## src/design/sfd_pkg.sv

```systemverilog
// constants, types and field layout for the spi command frame decoder
// assumes one system clock; spi pins arrive already synchronous to it
package sfd_pkg;

    // frame geometry, msb first
    localparam int FRAME_BITS = 32;
    localparam logic [5:0] FRAME_BITS_CNT = 6'h20;
    localparam logic [5:0] CNT_MAX = 6'h3F;
    localparam int CMD_MSB = 31;
    localparam int CMD_LSB = 28;
    localparam int FIX_MSB = 27;
    localparam int FIX_LSB = 24;
    localparam int ADDR_MSB = 23;
    localparam int ADDR_LSB = 16;
    localparam int DATA_MSB = 15;
    localparam int DATA_LSB = 8;
    localparam int SNS_ZERO_MSB = 27;
    localparam int SNS_ZERO_LSB = 8;

    // command codes
    localparam logic [3:0] CODE_UNUSED = 4'h0;
    localparam logic [3:0] CODE_WRITE = 4'h8;
    localparam logic [3:0] CODE_READ = 4'hC;

    // basic status reported in error responses
    localparam logic [1:0] STATUS_ERROR = 2'h3;

    // reset value and crc field filler
    localparam logic [31:0] RESP_RESET = 32'h0000_0000;
    localparam logic [7:0] CRC_PLACEHOLDER = 8'h00;

    typedef enum logic [2:0] {
        SFD_KIND_UNUSED,
        SFD_KIND_SENSOR,
        SFD_KIND_WRITE,
        SFD_KIND_READ,
        SFD_KIND_RESERVED
    } sfd_kind_type;

    // one decoded command
    typedef struct packed {
        sfd_kind_type kind;
        logic [3:0] code;
        logic [2:0] data_source_selector;
        logic [7:0] register_address_field;
        logic [7:0] wdata;
        logic fixed_ok;
    } sfd_cmd_type;

endpackage

```

## src/design/sfd_frame_shift.sv

```systemverilog
// serial framing: sclk/cs edge detect, 32-bit receive shift, transmit shift
// assumes sclk, mosi and cs_n are synchronous to sys_clk and slower than half of it
module sfd_frame_shift (
    // clock and reset
    input wire logic sys_clk_i,
    input wire logic rst_n_i,
    // spi pins
    input wire logic sclk_i,
    input wire logic mosi_i,
    input wire logic cs_n_i,
    output logic miso_o,
    // word to send in the next frame
    input wire logic [31:0] tx_word_i,
    // received frame
    output logic [31:0] rx_word_o,
    output logic [5:0] bit_count_o,
    output logic frame_end_o
);
    logic sclk_q;
    logic cs_n_q;
    logic [31:0] tx_shift;

    // edges; sclk edges only while selected, cs edges always
    wire sclk_rise = sclk_i & ~sclk_q & ~cs_n_i;
    wire sclk_fall = ~sclk_i & sclk_q & ~cs_n_i;
    wire cs_fall = cs_n_q & ~cs_n_i;
    wire cs_rise = ~cs_n_q & cs_n_i;
    wire cnt_sat = (bit_count_o == sfd_pkg::CNT_MAX);

    // pin history for edge detection
    always_ff @(posedge sys_clk_i or negedge rst_n_i) begin
        if (!rst_n_i) begin
            sclk_q <= 1'b0;
            cs_n_q <= 1'b1;
        end else begin
            sclk_q <= sclk_i;
            cs_n_q <= cs_n_i;
        end
    end

    // msb first receive
    // sample on rising edge
    always_ff @(posedge sys_clk_i or negedge rst_n_i) begin
        if (!rst_n_i) begin
            rx_word_o <= sfd_pkg::RESP_RESET;
            bit_count_o <= 6'h00;
        end else if (cs_fall) begin
            bit_count_o <= 6'h00;
        end else if (sclk_rise) begin
            rx_word_o <= {rx_word_o[30:0], mosi_i};
            bit_count_o <= cnt_sat ? bit_count_o : bit_count_o + 6'h01;
        end
    end

    // change on falling edge
    // miso idles low while deselected; no tristate at this level
    always_ff @(posedge sys_clk_i or negedge rst_n_i) begin
        if (!rst_n_i) begin
            tx_shift <= sfd_pkg::RESP_RESET;
            miso_o <= 1'b0;
        end else if (cs_fall) begin
            tx_shift <= tx_word_i;
            miso_o <= tx_word_i[sfd_pkg::FRAME_BITS-1];
        end else if (cs_n_i) begin
            miso_o <= 1'b0;
        end else if (sclk_fall) begin
            tx_shift <= {tx_shift[30:0], 1'b0};
            miso_o <= tx_shift[sfd_pkg::FRAME_BITS-2];
        end
    end

    // end of frame marker, one cycle after cs rises
    always_ff @(posedge sys_clk_i or negedge rst_n_i) begin
        if (!rst_n_i) begin
            frame_end_o <= 1'b0;
        end else begin
            frame_end_o <= cs_rise;
        end
    end

endmodule

```

## src/design/sfd_decoder.sv

```systemverilog
// spi command frame decoder top: decode, dispatch pulses, response framing
// assumes spi pins synchronous to sys_clk; register file and sensor data live outside
// What this block does
// frames are 32 bits, bit 31 shifted first, bit 0 last
// register frame: code 31:28, zeros 27:24, address 23:16, data 15:8, crc 7:0
// sensor frame: code 31:28, zeros in 27 down to 8, crc 7:0
// command code zero is unused, never a valid request
// odd code is sensor request; code bits 3:1 are the selector
// code 1000 is a register write with address and data
// code 1100 is a register read with address
// sensor request served only by channel whose source id matches selector
// even codes 0010, 0100, 0110, 1010, 1110 reserved, no action, command error
// response opens with code bit 0, then bits 3:1, then status 27:26
// sclk idles low, sample rising, change falling, ignored while deselected
// register read answered next frame, contents caught at end of command
module sfd_decoder (
    // clock and reset
    input wire logic sys_clk_i,
    input wire logic rstn_i,
    // spi pins
    input wire logic sclk_i,
    input wire logic mosi_i,
    input wire logic cs_n_i,
    output logic miso_o,
    // source ids of the two sensor channels
    input wire logic [2:0] source_id0_i,
    input wire logic [2:0] source_id1_i,
    // status and data supplied by the device
    input wire logic [1:0] basic_condition_bits_i,
    input wire logic [15:0] reg_rdata_i,
    input wire logic [17:0] sensor_data0_i,
    input wire logic [17:0] sensor_data1_i,
    // register access requests
    output logic reg_wr_o,
    output logic reg_rd_o,
    output logic [7:0] register_address_field_o,
    output logic [7:0] reg_wdata_o,
    // sensor requests
    output logic sensor_req_o,
    output logic sensor_chan_o,
    output logic [2:0] data_source_selector_o,
    // errors
    output logic cmd_err_o,
    output logic frame_err_o
);
    typedef enum logic [0:0] {SFD_IDLE, SFD_BUILD} sfd_state_type;

    logic rst_meta;
    logic rst_n;
    sfd_state_type state;
    sfd_state_type next_state;
    logic [31:0] rx_word;
    logic [5:0] bit_count;
    logic frame_end;
    logic [31:0] resp_word;
    logic [31:0] next_resp;
    sfd_pkg::sfd_cmd_type held;
    logic held_err;
    logic held_chan;
    logic miso;

    // reset release through two flops
    always_ff @(posedge sys_clk_i or negedge rstn_i) begin
        if (!rstn_i) begin
            rst_meta <= 1'b0;
            rst_n <= 1'b0;
        end else begin
            rst_meta <= 1'b1;
            rst_n <= rst_meta;
        end
    end

    sfd_frame_shift u_shift (
        .sys_clk_i(sys_clk_i),
        .rst_n_i(rst_n),
        .sclk_i(sclk_i),
        .mosi_i(mosi_i),
        .cs_n_i(cs_n_i),
        .miso_o(miso),
        .tx_word_i(resp_word),
        .rx_word_o(rx_word),
        .bit_count_o(bit_count),
        .frame_end_o(frame_end)
    );

    assign miso_o = miso; // already a flop inside the shifter

    // field extraction
    wire [3:0] code = rx_word[sfd_pkg::CMD_MSB:sfd_pkg::CMD_LSB];
    wire len_ok = (bit_count == sfd_pkg::FRAME_BITS_CNT);
    // R2 register frame zero nibble
    wire reg_fix_ok = (rx_word[sfd_pkg::FIX_MSB:sfd_pkg::FIX_LSB] == 4'h0);
    // sensor frame zero span
    wire sns_fix_ok = (rx_word[sfd_pkg::SNS_ZERO_MSB:sfd_pkg::SNS_ZERO_LSB] == 20'h0_0000);
    // odd code is a sensor request
    wire is_sensor = code[0];
    // write code
    wire is_write = (code == sfd_pkg::CODE_WRITE);
    // read code
    wire is_read = (code == sfd_pkg::CODE_READ);
    // unused code
    wire is_unused = (code == sfd_pkg::CODE_UNUSED);
    // everything else even is reserved
    wire is_reserved = ~is_sensor & ~is_write & ~is_read & ~is_unused;
    wire fix_ok = is_sensor ? sns_fix_ok : reg_fix_ok;
    // channel match against configured source ids
    wire [2:0] selector = code[3:1];
    wire hit0 = (selector == source_id0_i);
    wire hit1 = (selector == source_id1_i);
    wire sns_hit = hit0 | hit1;
    wire valid_cmd = len_ok & fix_ok & (is_sensor ? sns_hit : (is_write | is_read));
    wire sfd_pkg::sfd_kind_type kind = is_sensor ? sfd_pkg::SFD_KIND_SENSOR :
        is_write ? sfd_pkg::SFD_KIND_WRITE :
        is_read ? sfd_pkg::SFD_KIND_READ :
        is_unused ? sfd_pkg::SFD_KIND_UNUSED : sfd_pkg::SFD_KIND_RESERVED;

    // state: build runs one cycle after frame end so read data can settle
    always_comb begin
        next_state = state;
        unique case (state)
            SFD_IDLE: next_state = frame_end ? SFD_BUILD : SFD_IDLE;
            SFD_BUILD: next_state = SFD_IDLE;
        endcase
    end

    always_ff @(posedge sys_clk_i or negedge rst_n) begin
        if (!rst_n) begin
            state <= SFD_IDLE;
        end else begin
            state <= next_state;
        end
    end

    // unused and bad frames raise no action
    // reserved codes only flag an error
    always_ff @(posedge sys_clk_i or negedge rst_n) begin
        if (!rst_n) begin
            reg_wr_o <= 1'b0;
            reg_rd_o <= 1'b0;
            sensor_req_o <= 1'b0;
            cmd_err_o <= 1'b0;
            frame_err_o <= 1'b0;
        end else begin
            reg_wr_o <= frame_end & valid_cmd & is_write;
            reg_rd_o <= frame_end & valid_cmd & is_read;
            sensor_req_o <= frame_end & valid_cmd & is_sensor;
            cmd_err_o <= frame_end & len_ok & ~valid_cmd;
            frame_err_o <= frame_end & ~len_ok;
        end
    end

    // decoded fields held until the next frame ends
    always_ff @(posedge sys_clk_i or negedge rst_n) begin
        if (!rst_n) begin
            held <= '0;
            held_err <= 1'b1;
            held_chan <= 1'b0;
            register_address_field_o <= 8'h00;
            reg_wdata_o <= 8'h00;
            data_source_selector_o <= 3'h0;
            sensor_chan_o <= 1'b0;
        end else if (frame_end) begin
            held <= '{kind, code, selector, rx_word[sfd_pkg::ADDR_MSB:sfd_pkg::ADDR_LSB],
                      rx_word[sfd_pkg::DATA_MSB:sfd_pkg::DATA_LSB], fix_ok};
            held_err <= ~valid_cmd;
            held_chan <= ~hit0;
            register_address_field_o <= rx_word[sfd_pkg::ADDR_MSB:sfd_pkg::ADDR_LSB];
            reg_wdata_o <= rx_word[sfd_pkg::DATA_MSB:sfd_pkg::DATA_LSB];
            data_source_selector_o <= selector;
            sensor_chan_o <= ~hit0; // channel 0 wins when both match
        end
    end

    // echo code bit 0 first, then 3:1, then status
    // read contents caught right after the command frame closes
    always_comb begin
        next_resp = {held.code[0], held.code[3:1], basic_condition_bits_i, 26'h000_0000};
        if (held_err) begin
            next_resp[27:26] = sfd_pkg::STATUS_ERROR;
        end else if (held.kind == sfd_pkg::SFD_KIND_READ) begin
            next_resp[23:8] = reg_rdata_i;
        end else if (held.kind == sfd_pkg::SFD_KIND_WRITE) begin
            next_resp[15:8] = held.wdata;
        end else begin
            next_resp[25:8] = held_chan ? sensor_data1_i : sensor_data0_i;
        end
        next_resp[7:0] = sfd_pkg::CRC_PLACEHOLDER;
    end

    always_ff @(posedge sys_clk_i or negedge rst_n) begin
        if (!rst_n) begin
            resp_word <= sfd_pkg::RESP_RESET;
        end else if (state == SFD_BUILD) begin
            resp_word <= next_resp;
        end
    end

    // checks
    AST_WRITE_CODE: assert property (@(posedge sys_clk_i) disable iff (!rst_n)
        reg_wr_o |-> $past(code) == sfd_pkg::CODE_WRITE && $past(len_ok))
        else $error("write pulse without write code");
    AST_READ_CODE: assert property (@(posedge sys_clk_i) disable iff (!rst_n)
        reg_rd_o |-> $past(code) == sfd_pkg::CODE_READ && $past(reg_fix_ok))
        else $error("read pulse without read code");
    AST_SENSOR_SEL: assert property (@(posedge sys_clk_i) disable iff (!rst_n)
        sensor_req_o |-> $past(code[0]) && data_source_selector_o == $past(code[3:1]))
        else $error("sensor request selector wrong");
    AST_SENSOR_MATCH: assert property (@(posedge sys_clk_i) disable iff (!rst_n)
        sensor_req_o |-> data_source_selector_o == $past(source_id0_i) ||
        data_source_selector_o == $past(source_id1_i))
        else $error("sensor served without id match");
    AST_UNUSED_IDLE: assert property (@(posedge sys_clk_i) disable iff (!rst_n)
        frame_end && len_ok && is_unused |=> cmd_err_o && !reg_wr_o && !reg_rd_o && !sensor_req_o)
        else $error("unused code not flagged");
    AST_RESERVED_ERR: assert property (@(posedge sys_clk_i) disable iff (!rst_n)
        frame_end && len_ok && is_reserved |=> cmd_err_o ##0 !(reg_wr_o || sensor_req_o))
        else $error("reserved code not flagged");
    AST_FIXED_ZERO: assert property (@(posedge sys_clk_i) disable iff (!rst_n)
        frame_end && is_sensor && !sns_fix_ok |=> !sensor_req_o)
        else $error("sensor request with nonzero fixed bits");
    AST_LENGTH: assert property (@(posedge sys_clk_i) disable iff (!rst_n)
        frame_end && bit_count != sfd_pkg::FRAME_BITS_CNT |=> frame_err_o && !cmd_err_o)
        else $error("short or long frame not flagged");
    AST_ECHO: assert property (@(posedge sys_clk_i) disable iff (!rst_n)
        state == SFD_BUILD |=> resp_word[31:28] == {held.code[0], held.code[3:1]})
        else $error("response echo wrong");
    AST_READ_DATA: assert property (@(posedge sys_clk_i) disable iff (!rst_n)
        reg_rd_o |=> resp_word[23:8] == $past(reg_rdata_i))
        else $error("read data not captured");
    AST_IDLE_MISO: assert property (@(posedge sys_clk_i) disable iff (!rst_n)
        cs_n_i [*2] |-> !miso_o)
        else $error("miso active while deselected");

    COV_WRITE: cover property (@(posedge sys_clk_i) disable iff (!rst_n) reg_wr_o);
    COV_READ: cover property (@(posedge sys_clk_i) disable iff (!rst_n) reg_rd_o ##[1:200] reg_rd_o);
    COV_SENSOR: cover property (@(posedge sys_clk_i) disable iff (!rst_n)
        sensor_req_o && sensor_chan_o);
    COV_ERR: cover property (@(posedge sys_clk_i) disable iff (!rst_n) cmd_err_o);

endmodule

```

## config.mk

```make
export PLATFORM = sky130hd
export DESIGN_NAME = sfd_decoder
export DESIGN_NICKNAME = d
export VERILOG_FILES = /design/src/design/sfd_pkg.sv /design/src/design/sfd_frame_shift.sv /design/src/design/sfd_decoder.sv
export SDC_FILE = /design/constraint.sdc
export NUM_CORES = 1
export LEC_CHECK = 0
export ABC_AREA = 1
export BUFFER_PORTS_ARGS = -buffer_cell sky130_fd_sc_hd__buf_2
export CORE_UTILIZATION = 40
export DETAILED_ROUTE_END_ITERATION = 6
export PLACE_DENSITY = 0.57
export SYNTH_ARGS = -nofsm -noshare
export SYNTH_HDL_FRONTEND = slang
export SYNTH_HIERARCHICAL = 1
export SYNTH_SLANG_ARGS = --single-unit
```

## constraint.sdc

```tcl
create_clock -name sys_clk_i -period 8.3 [get_ports sys_clk_i]
set_input_delay 0.415 -clock sys_clk_i [delete_from_list [all_inputs] [get_ports sys_clk_i]]
set_output_delay 0.415 -clock sys_clk_i [all_outputs]
set_load 0.1 [all_outputs]
```

==> results of run 1 <==
power breakdown:
group	switching (mW)	internal [mW]	leakage [nW]
Sequential	0.0403	0.692	1.72
Clock	0.290	0.494	0.301
Combinational	0.106	0.0610	1.73
layout make-up:
class | instances | area, sq um | area share
inverter | 65 | 249 | 0.0346
clock buffer | 19 | 453 | 0.0629
tap | 184 | 230 | 0.0320
multi-input combinational | 485 | 2360 | 0.328
sequential | 130 | 3260 | 0.453
clock inverter | 13 | 175 | 0.0243
timing repair buffer | 93 | 475 | 0.0660
routing by layer:
metal / vias to the layer above / GRT usage / routed length (um)
li1: 2454 / - / -
met1: 2381 / 0.258 / 6780
met2: 81 / 0.296 / 6710
met3: 8 / 0.0425 / 428
met4: 0 / 0.0610 / 138
met5: - / 0 / 0
critical path: cells and delay by family, from the launching register on:
kind,cells,cell delay [ns]
simple gates,1,0.80
compound gates,2,0.59
flops,1,0.94
placed cells by master (no fill, tap or decap), drive strengths merged:
master / count
nand2: 242
dfrtp: 128
buf: 92
o21ai: 91
inv: 66
nor2: 57
o211ai: 31
clkbuf: 19
nand3: 14
a21oi: 13
conb: 9
o311ai: 8
clkinv: 7
xnor2: 3
bufinv: 3
nand4: 3
nor3b: 2
o22a: 2
mux2i: 2
o2111ai: 2
clkinvlp: 2
dfstp: 2
a22oi: 1
a22o: 1
o31ai: 1
dlygate4sd3: 1
or2: 1
o21bai: 1
ha: 1
metrics by stage:
stage	util	area, sq um	worst slack, ns	hold slack [ns]
floorplan	-	6140	4.41	0.119
global placement	0.446	6560	5.89	0.202
detailed placement	0.446	6560	5.84	0.204
CTS	0.490	7200	5.79	0.159
global route	0.490	7200	5.53	0.154
finish	0.490	7200	5.78	0.176
repair_timing:
item / in CTS / in global routing
setup buffers: 0 / 0
hold buffers: 1 / 0
endpoints found under the hold margin: 2 / 0
cell families after synthesis:
logic type	after synthesis	share of synthesized area
AND/OR/NAND/NOR	319	0.213
other	2	0.00123
buffers and inverters	109	0.0861
flip-flops	130	0.532
multiplexers	2	0.00327
AO/OA/AOI/OAI	151	0.157
XOR/XNOR	3	0.00430
adder cells (fa/ha/maj)	1	0.00205
sequential cells by signal, indices dropped and copies added (netlist names), 3 cells and up:
name                      cells
u_shift/rx_word_o            32
u_shift/bit_count_o           6
resp_word                    24
register_address_field_o      8
reg_wdata_o                   8
data_source_selector_o        3
u_shift/tx_shift             31
held                          4
path summary, 6_finish.rpt:
check	endpoint	cells after the start
worst max register to register	u_shift/tx_shift[14]	3
worst max-delay path	u_shift/tx_shift[14]	3
worst min register to register	rst_n	0
min in group asynchronous	rst_n	2
worst min-delay path	u_shift/sclk_q	1
max in group asynchronous	u_shift/tx_shift[0]	1
==> results, run 1 <==
- After filler insertion, the fill cell instance count of the layout stands at between 1000 and 1500.
- The maximum clock skew at final layout is 0.00825 ns.
- Setup violations remaining at the end of the flow were counted as 0.
- In this run, post-CTS repair resized a total of 0 instances.
- The number of iterations in the first detailed-routing pass is 7.
- On the critical path, the stage with the largest delay is an instance of dfstp_2.
- Among all cell types in the netlist, the one instantiated most often is nand2_1.
- The clock latency on the worst-skew pair is just over 0.4 ns.
- The type of the worst min-delay path is input pin to register.
- IR analysis of the VDD net gives a maximum drop of 145 uV.
- Once detailed placement completed, the half-perimeter wirelength came to 9530 um.
- Synthesis produced 717 cells.
- The floorplan step set the die height to 126 um.
- The overall power of the completed layout is 1.68 mW.
- The number of global-route vias before repair was 4797.
- For the worst setup path, the data arrival time is 2.78 ns.
- The global-route usage over all layers is 0.188.
- The flow ran to the end, but the final reports show violations.
- The synthesized netlist occupies a cell area of ~0.0061 sq mm.
- The initial antenna violation count is 0.
- The slew at the pin closest to its max-slew limit is 1.16 ns.
- The initial standard-cell utilization of the core is 0.416.
- The maximum count of clock buffers along a single path is 2.
- The max capacitance violation total is 0.
- The number of top-level pins is 91.
- The delay of the slowest critical-path stage is ~0.94 ns.
- The die outline area is 0.0158 sq mm.
- Setup repair after global routing left no endpoint under its margin.
- The proportion of netlist area held by the largest area contributor is 0.524.
- The final clock period utilization by the worst path is 0.303.
- The total inserted antenna cells is 0.
- The final number of hold-violating endpoints was 0.
- The checks that failed: DRC.
- The total area inside the core boundary comes to 0.0147 sq mm.
- The synthesized design spends more area on one cell type than any other, namely dfrtp_1.
- The startpoint identified for the worst hold timing path is sclk_i.
- The mean instance size in the synthesized netlist is 8.53 sq um.
- The vias after detailed routing is between 4000 and 5000.
- The total number of yosys warnings is 6.
- The launch point of the worst reg-to-reg path is u_shift/cs_n_q.
- Summed over all layers, the routed wires come to 14100 um.
- The achievable clock frequency is 397 MHz.
- Entering global routing, the biggest net connects 78 pins.
- The fraction of layout cells with a size suffix above 1 is 0.190.
- For the worst setup path, the data required time is around 8.6 ns.
- After synthesis, the netlist uses 37 different library cells.
- The final-report max-slew violation count is 0.
- In the routed design, unresolved DRC markers number 1.
- The most critical setup path has its startpoint at u_shift/cs_n_q.
- Summed over all cells, the static leakage comes to 3.75 nW.
- For this block, the initial DRC count from the detailed router was ~350.
- The tree is rooted in a clkbuf_16.
- In the final timing run, aggregate negative setup slack is 0 ns.
- After synthesis, the cell types taking the most area are dfrtp_1 52%, nand2_1 15%, o21ai_0 6.8%.
- The TritonCTS buffer count is 17.
- The portion of the post-synthesis area used by sequential elements is 0.532.
- Routability-driven placement finished with a final weighted congestion of between 0.7 and 0.8.
- During placement, the flow inserted port buffers numbering 90.
- The worst slew slack as a fraction of its limit is 0.224.
- In this run the register-to-register setup slack is roughly 5.8 ns.
- Once detail routing completed, the nets flagged for antenna violations numbered 0.
- The global-route wire length before repair is 23400 um.
- The number of vias per cell after detailed routing is 4.98.
- The maximum fanout count along the critical path is 68.
- TritonCTS built the clock tree.
- The worst setup path is captured at a register.
- Compared with the post-synthesis result, the final layout area differs by 17.8%.
- The final non-filler cell total is 989.
- In this run the power density over the cells is 234 mW/mm^2.
- The critical path goes through nand2_2 > o211ai_1 > o21ai_0.
- In the final routed layout, each cell accounts on average for 14.2 um.
- Of all flip-flops after synthesis, the portion carrying an async set or reset was 1.00.
- The number of clock sinks is 130.
- The type of the worst setup path is register to register.
- The cell count after placement is 956.
- The deepest level of the CTS H-tree is 4.
- The most instantiated flip-flop cell in the synthesis netlist is dfrtp_1.
- The total number of nets in the final design is 858.
- By count the netlist is led by 240 x nand2_1, 128 x dfrtp_1, 83 x o21ai_0.
- The worst setup path is launched from a register.
- The worst path in the final design needs a cycle of between 2 and 3 ns, including I/O delays and setup.
- After clock tree synthesis, the clock-pin slew on the worst setup and hold paths is roughly 0.06 ns.
- Summed over all layers, the global routing overflow is 0.
- The die width is 126 um.
- Synthesis inferred 130 register bits.
- The number of enable flip-flop cells after synthesis is 0.
- After floorplanning, the core was divided into 44 placement rows.
Power figures use the tool's default switching activity.
==> inputs of run 2 (changes only) <==
--- a/config.mk
+++ b/config.mk
@@ -5,7 +5,7 @@
 export SDC_FILE = /design/constraint.sdc
 export NUM_CORES = 1
 export LEC_CHECK = 0
-export ABC_AREA = 1
+export ABC_AREA = 0
 export BUFFER_PORTS_ARGS = -buffer_cell sky130_fd_sc_hd__buf_2
 export CORE_UTILIZATION = 40
 export DETAILED_ROUTE_END_ITERATION = 6
==> constraint.sdc (replaced) <==
create_clock -name sys_clk_i -period 2.47 [get_ports sys_clk_i]
set_input_delay 0.1235 -clock sys_clk_i [delete_from_list [all_inputs] [get_ports sys_clk_i]]
set_output_delay 0.1235 -clock sys_clk_i [all_outputs]
set_load 0.1 [all_outputs]
==> run 2 against run 1 <==
The flow now finishes without violations. Die area is 3.7% higher. Via count is 22% lower. Final cell count is 20% lower. Global-route usage is 1.7 points lower. Highest routed layer unchanged. Largest power group unchanged. Utilization is 1.4 points higher. First-iteration DRC count is 35% lower. Flip-flop and latch count stayed put. Sequential power grew to 3.3 times the previous value. Fmax is 20% higher.
==> results, run 2 <==
- The flow ran to the end, and the final reports show no timing, DRC or antenna violations.
- The library cell used most frequently in the layout, excluding fill and tap cells, is dfrtp_1.
- The required arrival time at the worst endpoint is 2.78 ns.
- Buffers placed on the I/O ports in this run total 90.
- The category of the worst setup path capture point is a register.
- The final core area utilization is 0.504.
- The maximum count of clock buffers along a single path is 2.
- Summing every instance area after synthesis gives 0.00635 sq mm.
- Routed signal wires occupy layers up through met4.
- Entering global routing, the biggest net connects 59 pins.
- In this design, the largest share of critical-path delay is due to simple AND/OR/NAND/NOR gates.
- The total number of yosys warnings is 6.
- Dividing the detail-routed wire length by the instance count gives roughly 16 um.
- After detailed routing, the number of remaining DRC violations is 0.
- The analysis attributes to cell leakage a power of slightly below 4 nW.
- The number of enable flip-flop cells after synthesis is 0.
- The count of cells along the worst register-to-register path is 4.
- The type of the worst setup path is register to register.
- For this design the top-level I/O count stands at just over 90.
- The initial antenna violation count is 0.
- For the pin with the worst max-slew slack, the measured transition is 0.616 ns.
- Of the total power, the share spent switching nets is 0.238.
- The maximum clock skew at final layout is roughly 0.0069 ns.
- The first global-routing pass estimated ~21000 um of wire.
- The sum of met3 wire segment lengths after detailed routing is around 400 um.
- The number of iterations in the first detailed-routing pass is 4.
- The clock share of power is 0.451.
- Timing would allow up to 475 MHz.
- The total inserted antenna cells is 0.
- The die covers approximately 0.016 sq mm.
- The worst setup path is launched from a register.
- TritonCTS built the clock tree.
- Counting flops and latches in the post-synthesis netlist gives 130.
- The worst hold path passes through 3 cells.
- The largest single stage delay on the critical path is around 0.58 ns.
- The fraction of layout cells with a size suffix above 1 is 0.456.
- Summed over all nets, the switching power comes to 1.36 mW.
- The sequential share of power is 0.426.
- The deepest level of the CTS H-tree is 4.
- In this run the horizontal extent of the chip is approximately 130 um.
- Routability-driven placement finished with a final weighted congestion of around 0.77.
- The standard-cell row count is 45.
- The number of buffers and inverters on the critical path is 1.
- The wire-length estimate of the detail-placed layout is 8290 um.
- The root buffer cell is clkbuf_16.
- Sorting the synthesized cells by area gives the leading types as dfrtp_1 50%, mux2_4 19%, mux2_2 8.0%.
- The number of buffers inserted by post-CTS setup repair is 0.
- The largest registers in the layout are u_shift/rx_word_o: 32 flops, u_shift/tx_shift: 31 flops, resp_word: 24 flops.
- The number of global-route vias before repair was 3986.
- The path class of the tightest hold or removal check is input pin to register.
- The number of clock sinks is 130.
- Across every metal layer, demand over resource in global routing totals 0.171.
- In the synthesized netlist, the cells that appear most often are 128 x dfrtp_1, 80 x mux2_4, 45 x mux2_2.
- The setup check on the worst reg-to-reg path leaves a slack of 0.37 ns.
- The final critical path time including I/O delays and setup is 2.10 ns.
- The maximum fanout count along the critical path is 10.
- For this configuration, the core starts out at a cell density of 0.413.
- The detail route stage leaves a number of antenna-violating nets equal to 0.
- The share of total power dissipated in combinational logic is 0.123.
- The async set or reset register ratio after synthesis is 1.00.
- Leaving out fill and tap cells, the most frequent cells in the layout are 127 x dfrtp_1, 90 x buf_2, 80 x mux2_4.
- The cell type with the largest total area after synthesis is dfrtp_1.
- The mean instance size in the synthesized netlist is 13.7 sq um.
- Summed over all nets, wire length on met2 after detailed routing comes to 6030 um.
- The gate count after technology mapping is 462.
- The register with the most flip-flops in the layout has 32 of them.
- Summed over all layers, the routed wires come to 12600 um.
- Compared with the post-synthesis result, the final layout area differs by 22.0%.
- The final-report setup violation count is 0.
- Of the post-synthesis cell area, the dominant cell type holds 0.505.
- At the worst endpoint, the arrival time is 2.41 ns.
- The worst hold endpoint is resp_word[16].
- The accumulated negative setup slack is 0 ns.
- VDD sags by at most 647 uV.
- The core region is 0.0154 sq mm.
- Traced cell by cell, the critical path runs through nand2b_1 > or2_2 > o221ai_1 > dlygate4sd3_1.
- The worst slew slack as a fraction of its limit is 0.589.
- The launch point of the worst reg-to-reg path is held_err.
- Summed over all layers, the global routing overflow is 0.
- The power density relative to cell area is around 740 mW/mm^2.
- The clock-pin slew on the worst setup and hold paths is 0.06 ns.
- The logic depth of the worst path, buffers included is 4.
- Cell internal power was estimated by the tool at 4.35 mW.
- The die height is 128 um.
- The portion of the post-synthesis area used by sequential elements is 0.513.
- The slowest stage of the critical path is the dfstp_2 cell.
- After detailed routing, the number of vias per cell comes to 4.85.
- In this run the critical register-to-register path is captured at resp_word[21].
- Of the available clock period, the critical path in the final layout requires 0.852.
- The routed metal-1 wire length is 5980 um.
- The total number of nets in the final design is 638.
- Setup repair after global routing left no endpoint under its margin.
- The startpoint identified for the worst hold timing path is sensor_data0_i[8].
- Across the run, the number of max-cap violations was 0.
- In the post-synthesis netlist, the cell with the most instances is dfrtp_1.
- The clock latency on the worst-skew pair is 0.42 ns.
- The vias after detailed routing is 3858.
- The TritonCTS buffer count is 17.
- The final number of hold-violating endpoints was 0.
- The final-report max-slew violation count is 0.
- In this run, the number of DRC markers left after iteration 0 of detailed routing was 225.
- The synthesized netlist contains 45 unique library cells.
- In the synthesized netlist the dominant register cell turns out to be dfrtp_1.
- The number of filler cells placed in the layout is about 1300.
- The most flop-heavy register is u_shift/rx_word_o.
-- run 2: cell types whose count changed in the layout (fill, tap and decap cells not counted), sizes merged, moves of 20 or more --
| cell | change |
|---|---|
| o21ai | -88 |
| o211ai | -31 |
| mux2 | +125 |
| nand2 | -225 |
| inv | -41 |
| nor2 | -39 |
| mux2i | +20 |
-- run 2: what timing repair did --
action	CTS	global route
hold buffers	20	0
hold endpoints to repair	17	0
gates resized for setup	0	0
-- run 2: worst max-delay path by stage --
stage / start / endpoint / slack [ns]
2_1_floorplan: rst_n / cmd_err_o / 0.31
3_3_place_gp: u_shift/cs_n_q / u_shift/tx_shift[2] / 0.68
3_5_place_dp: u_shift/cs_n_q / u_shift/tx_shift[1] / 0.64
4_1_cts: held_err / resp_word[21] / 0.33
5_1_grt: held_err / resp_word[21] / 0.23
6_report: held_err / resp_word[21] / 0.37
-- run 2: kinds of logic after synthesis --
kind of cell,after synthesis,synth area share
buffers and inverters,57,0.0576
AND/OR/NAND/NOR,70,0.0631
multiplexers,147,0.304
XOR/XNOR,6,0.00828
other,2,0.00118
flip-flops,130,0.513
adder cells (fa/ha/maj),1,0.00197
AO/OA/AOI/OAI,49,0.0513
-- run 2: worst register-to-register path: stages (launching register included) --
cell and delay (ns):
dfstp_2 0.58, nand2b_1 0.35, or2_2 0.34, o221ai_1 0.16, dlygate4sd3_1 0.56
-- run 2: per-layer routing --
metal,track usage,up-vias
met5,0,-
met4,0.0616,0
met3,0.0538,16
met2,0.269,67
met1,0.222,1916
li1,-,1859
-- run 2: final cells by class --
class / count / area (sq um) / share of cell area
clock buffer: 17 / 425 / 0.0549
clock inverter: 15 / 184 / 0.0238
inverter: 22 / 82.6 / 0.0107
multi-input combinational: 282 / 2760 / 0.356
sequential: 130 / 3260 / 0.421
tap: 211 / 264 / 0.0341
timing repair buffer: 119 / 768 / 0.0992
-- run 2: power by group through the flow --
| stage | clock (mW) | combinational, mW | sequential (mW) |
|---|---|---|---|
| final | 2.58 | 0.704 | 2.43 |
| after detailed placement | 0 | 0.683 | 2.47 |
| after global placement | 0 | 0.667 | 2.46 |
| after global routing | 2.75 | 0.764 | 2.46 |
| after CTS | 2.64 | 0.714 | 2.44 |
| after floorplan | 0 | 0.527 | 2.46 |
-- run 2: metrics by stage --
step                      worst slack, ns  hold slack [ns]  power, mW  cell area [sq um]  std cells
after global routing                0.232          0.00595       5.97               7740        796
after global placement              0.684          -0.0893       3.13               6930        744
after detailed placement            0.637          -0.0867       3.15               6930        744
after CTS                           0.334          0.00139       5.79               7740        796
final                               0.365           0.0126       5.71               7740        796
after floorplan                     0.308           -0.172       2.99               6370        469
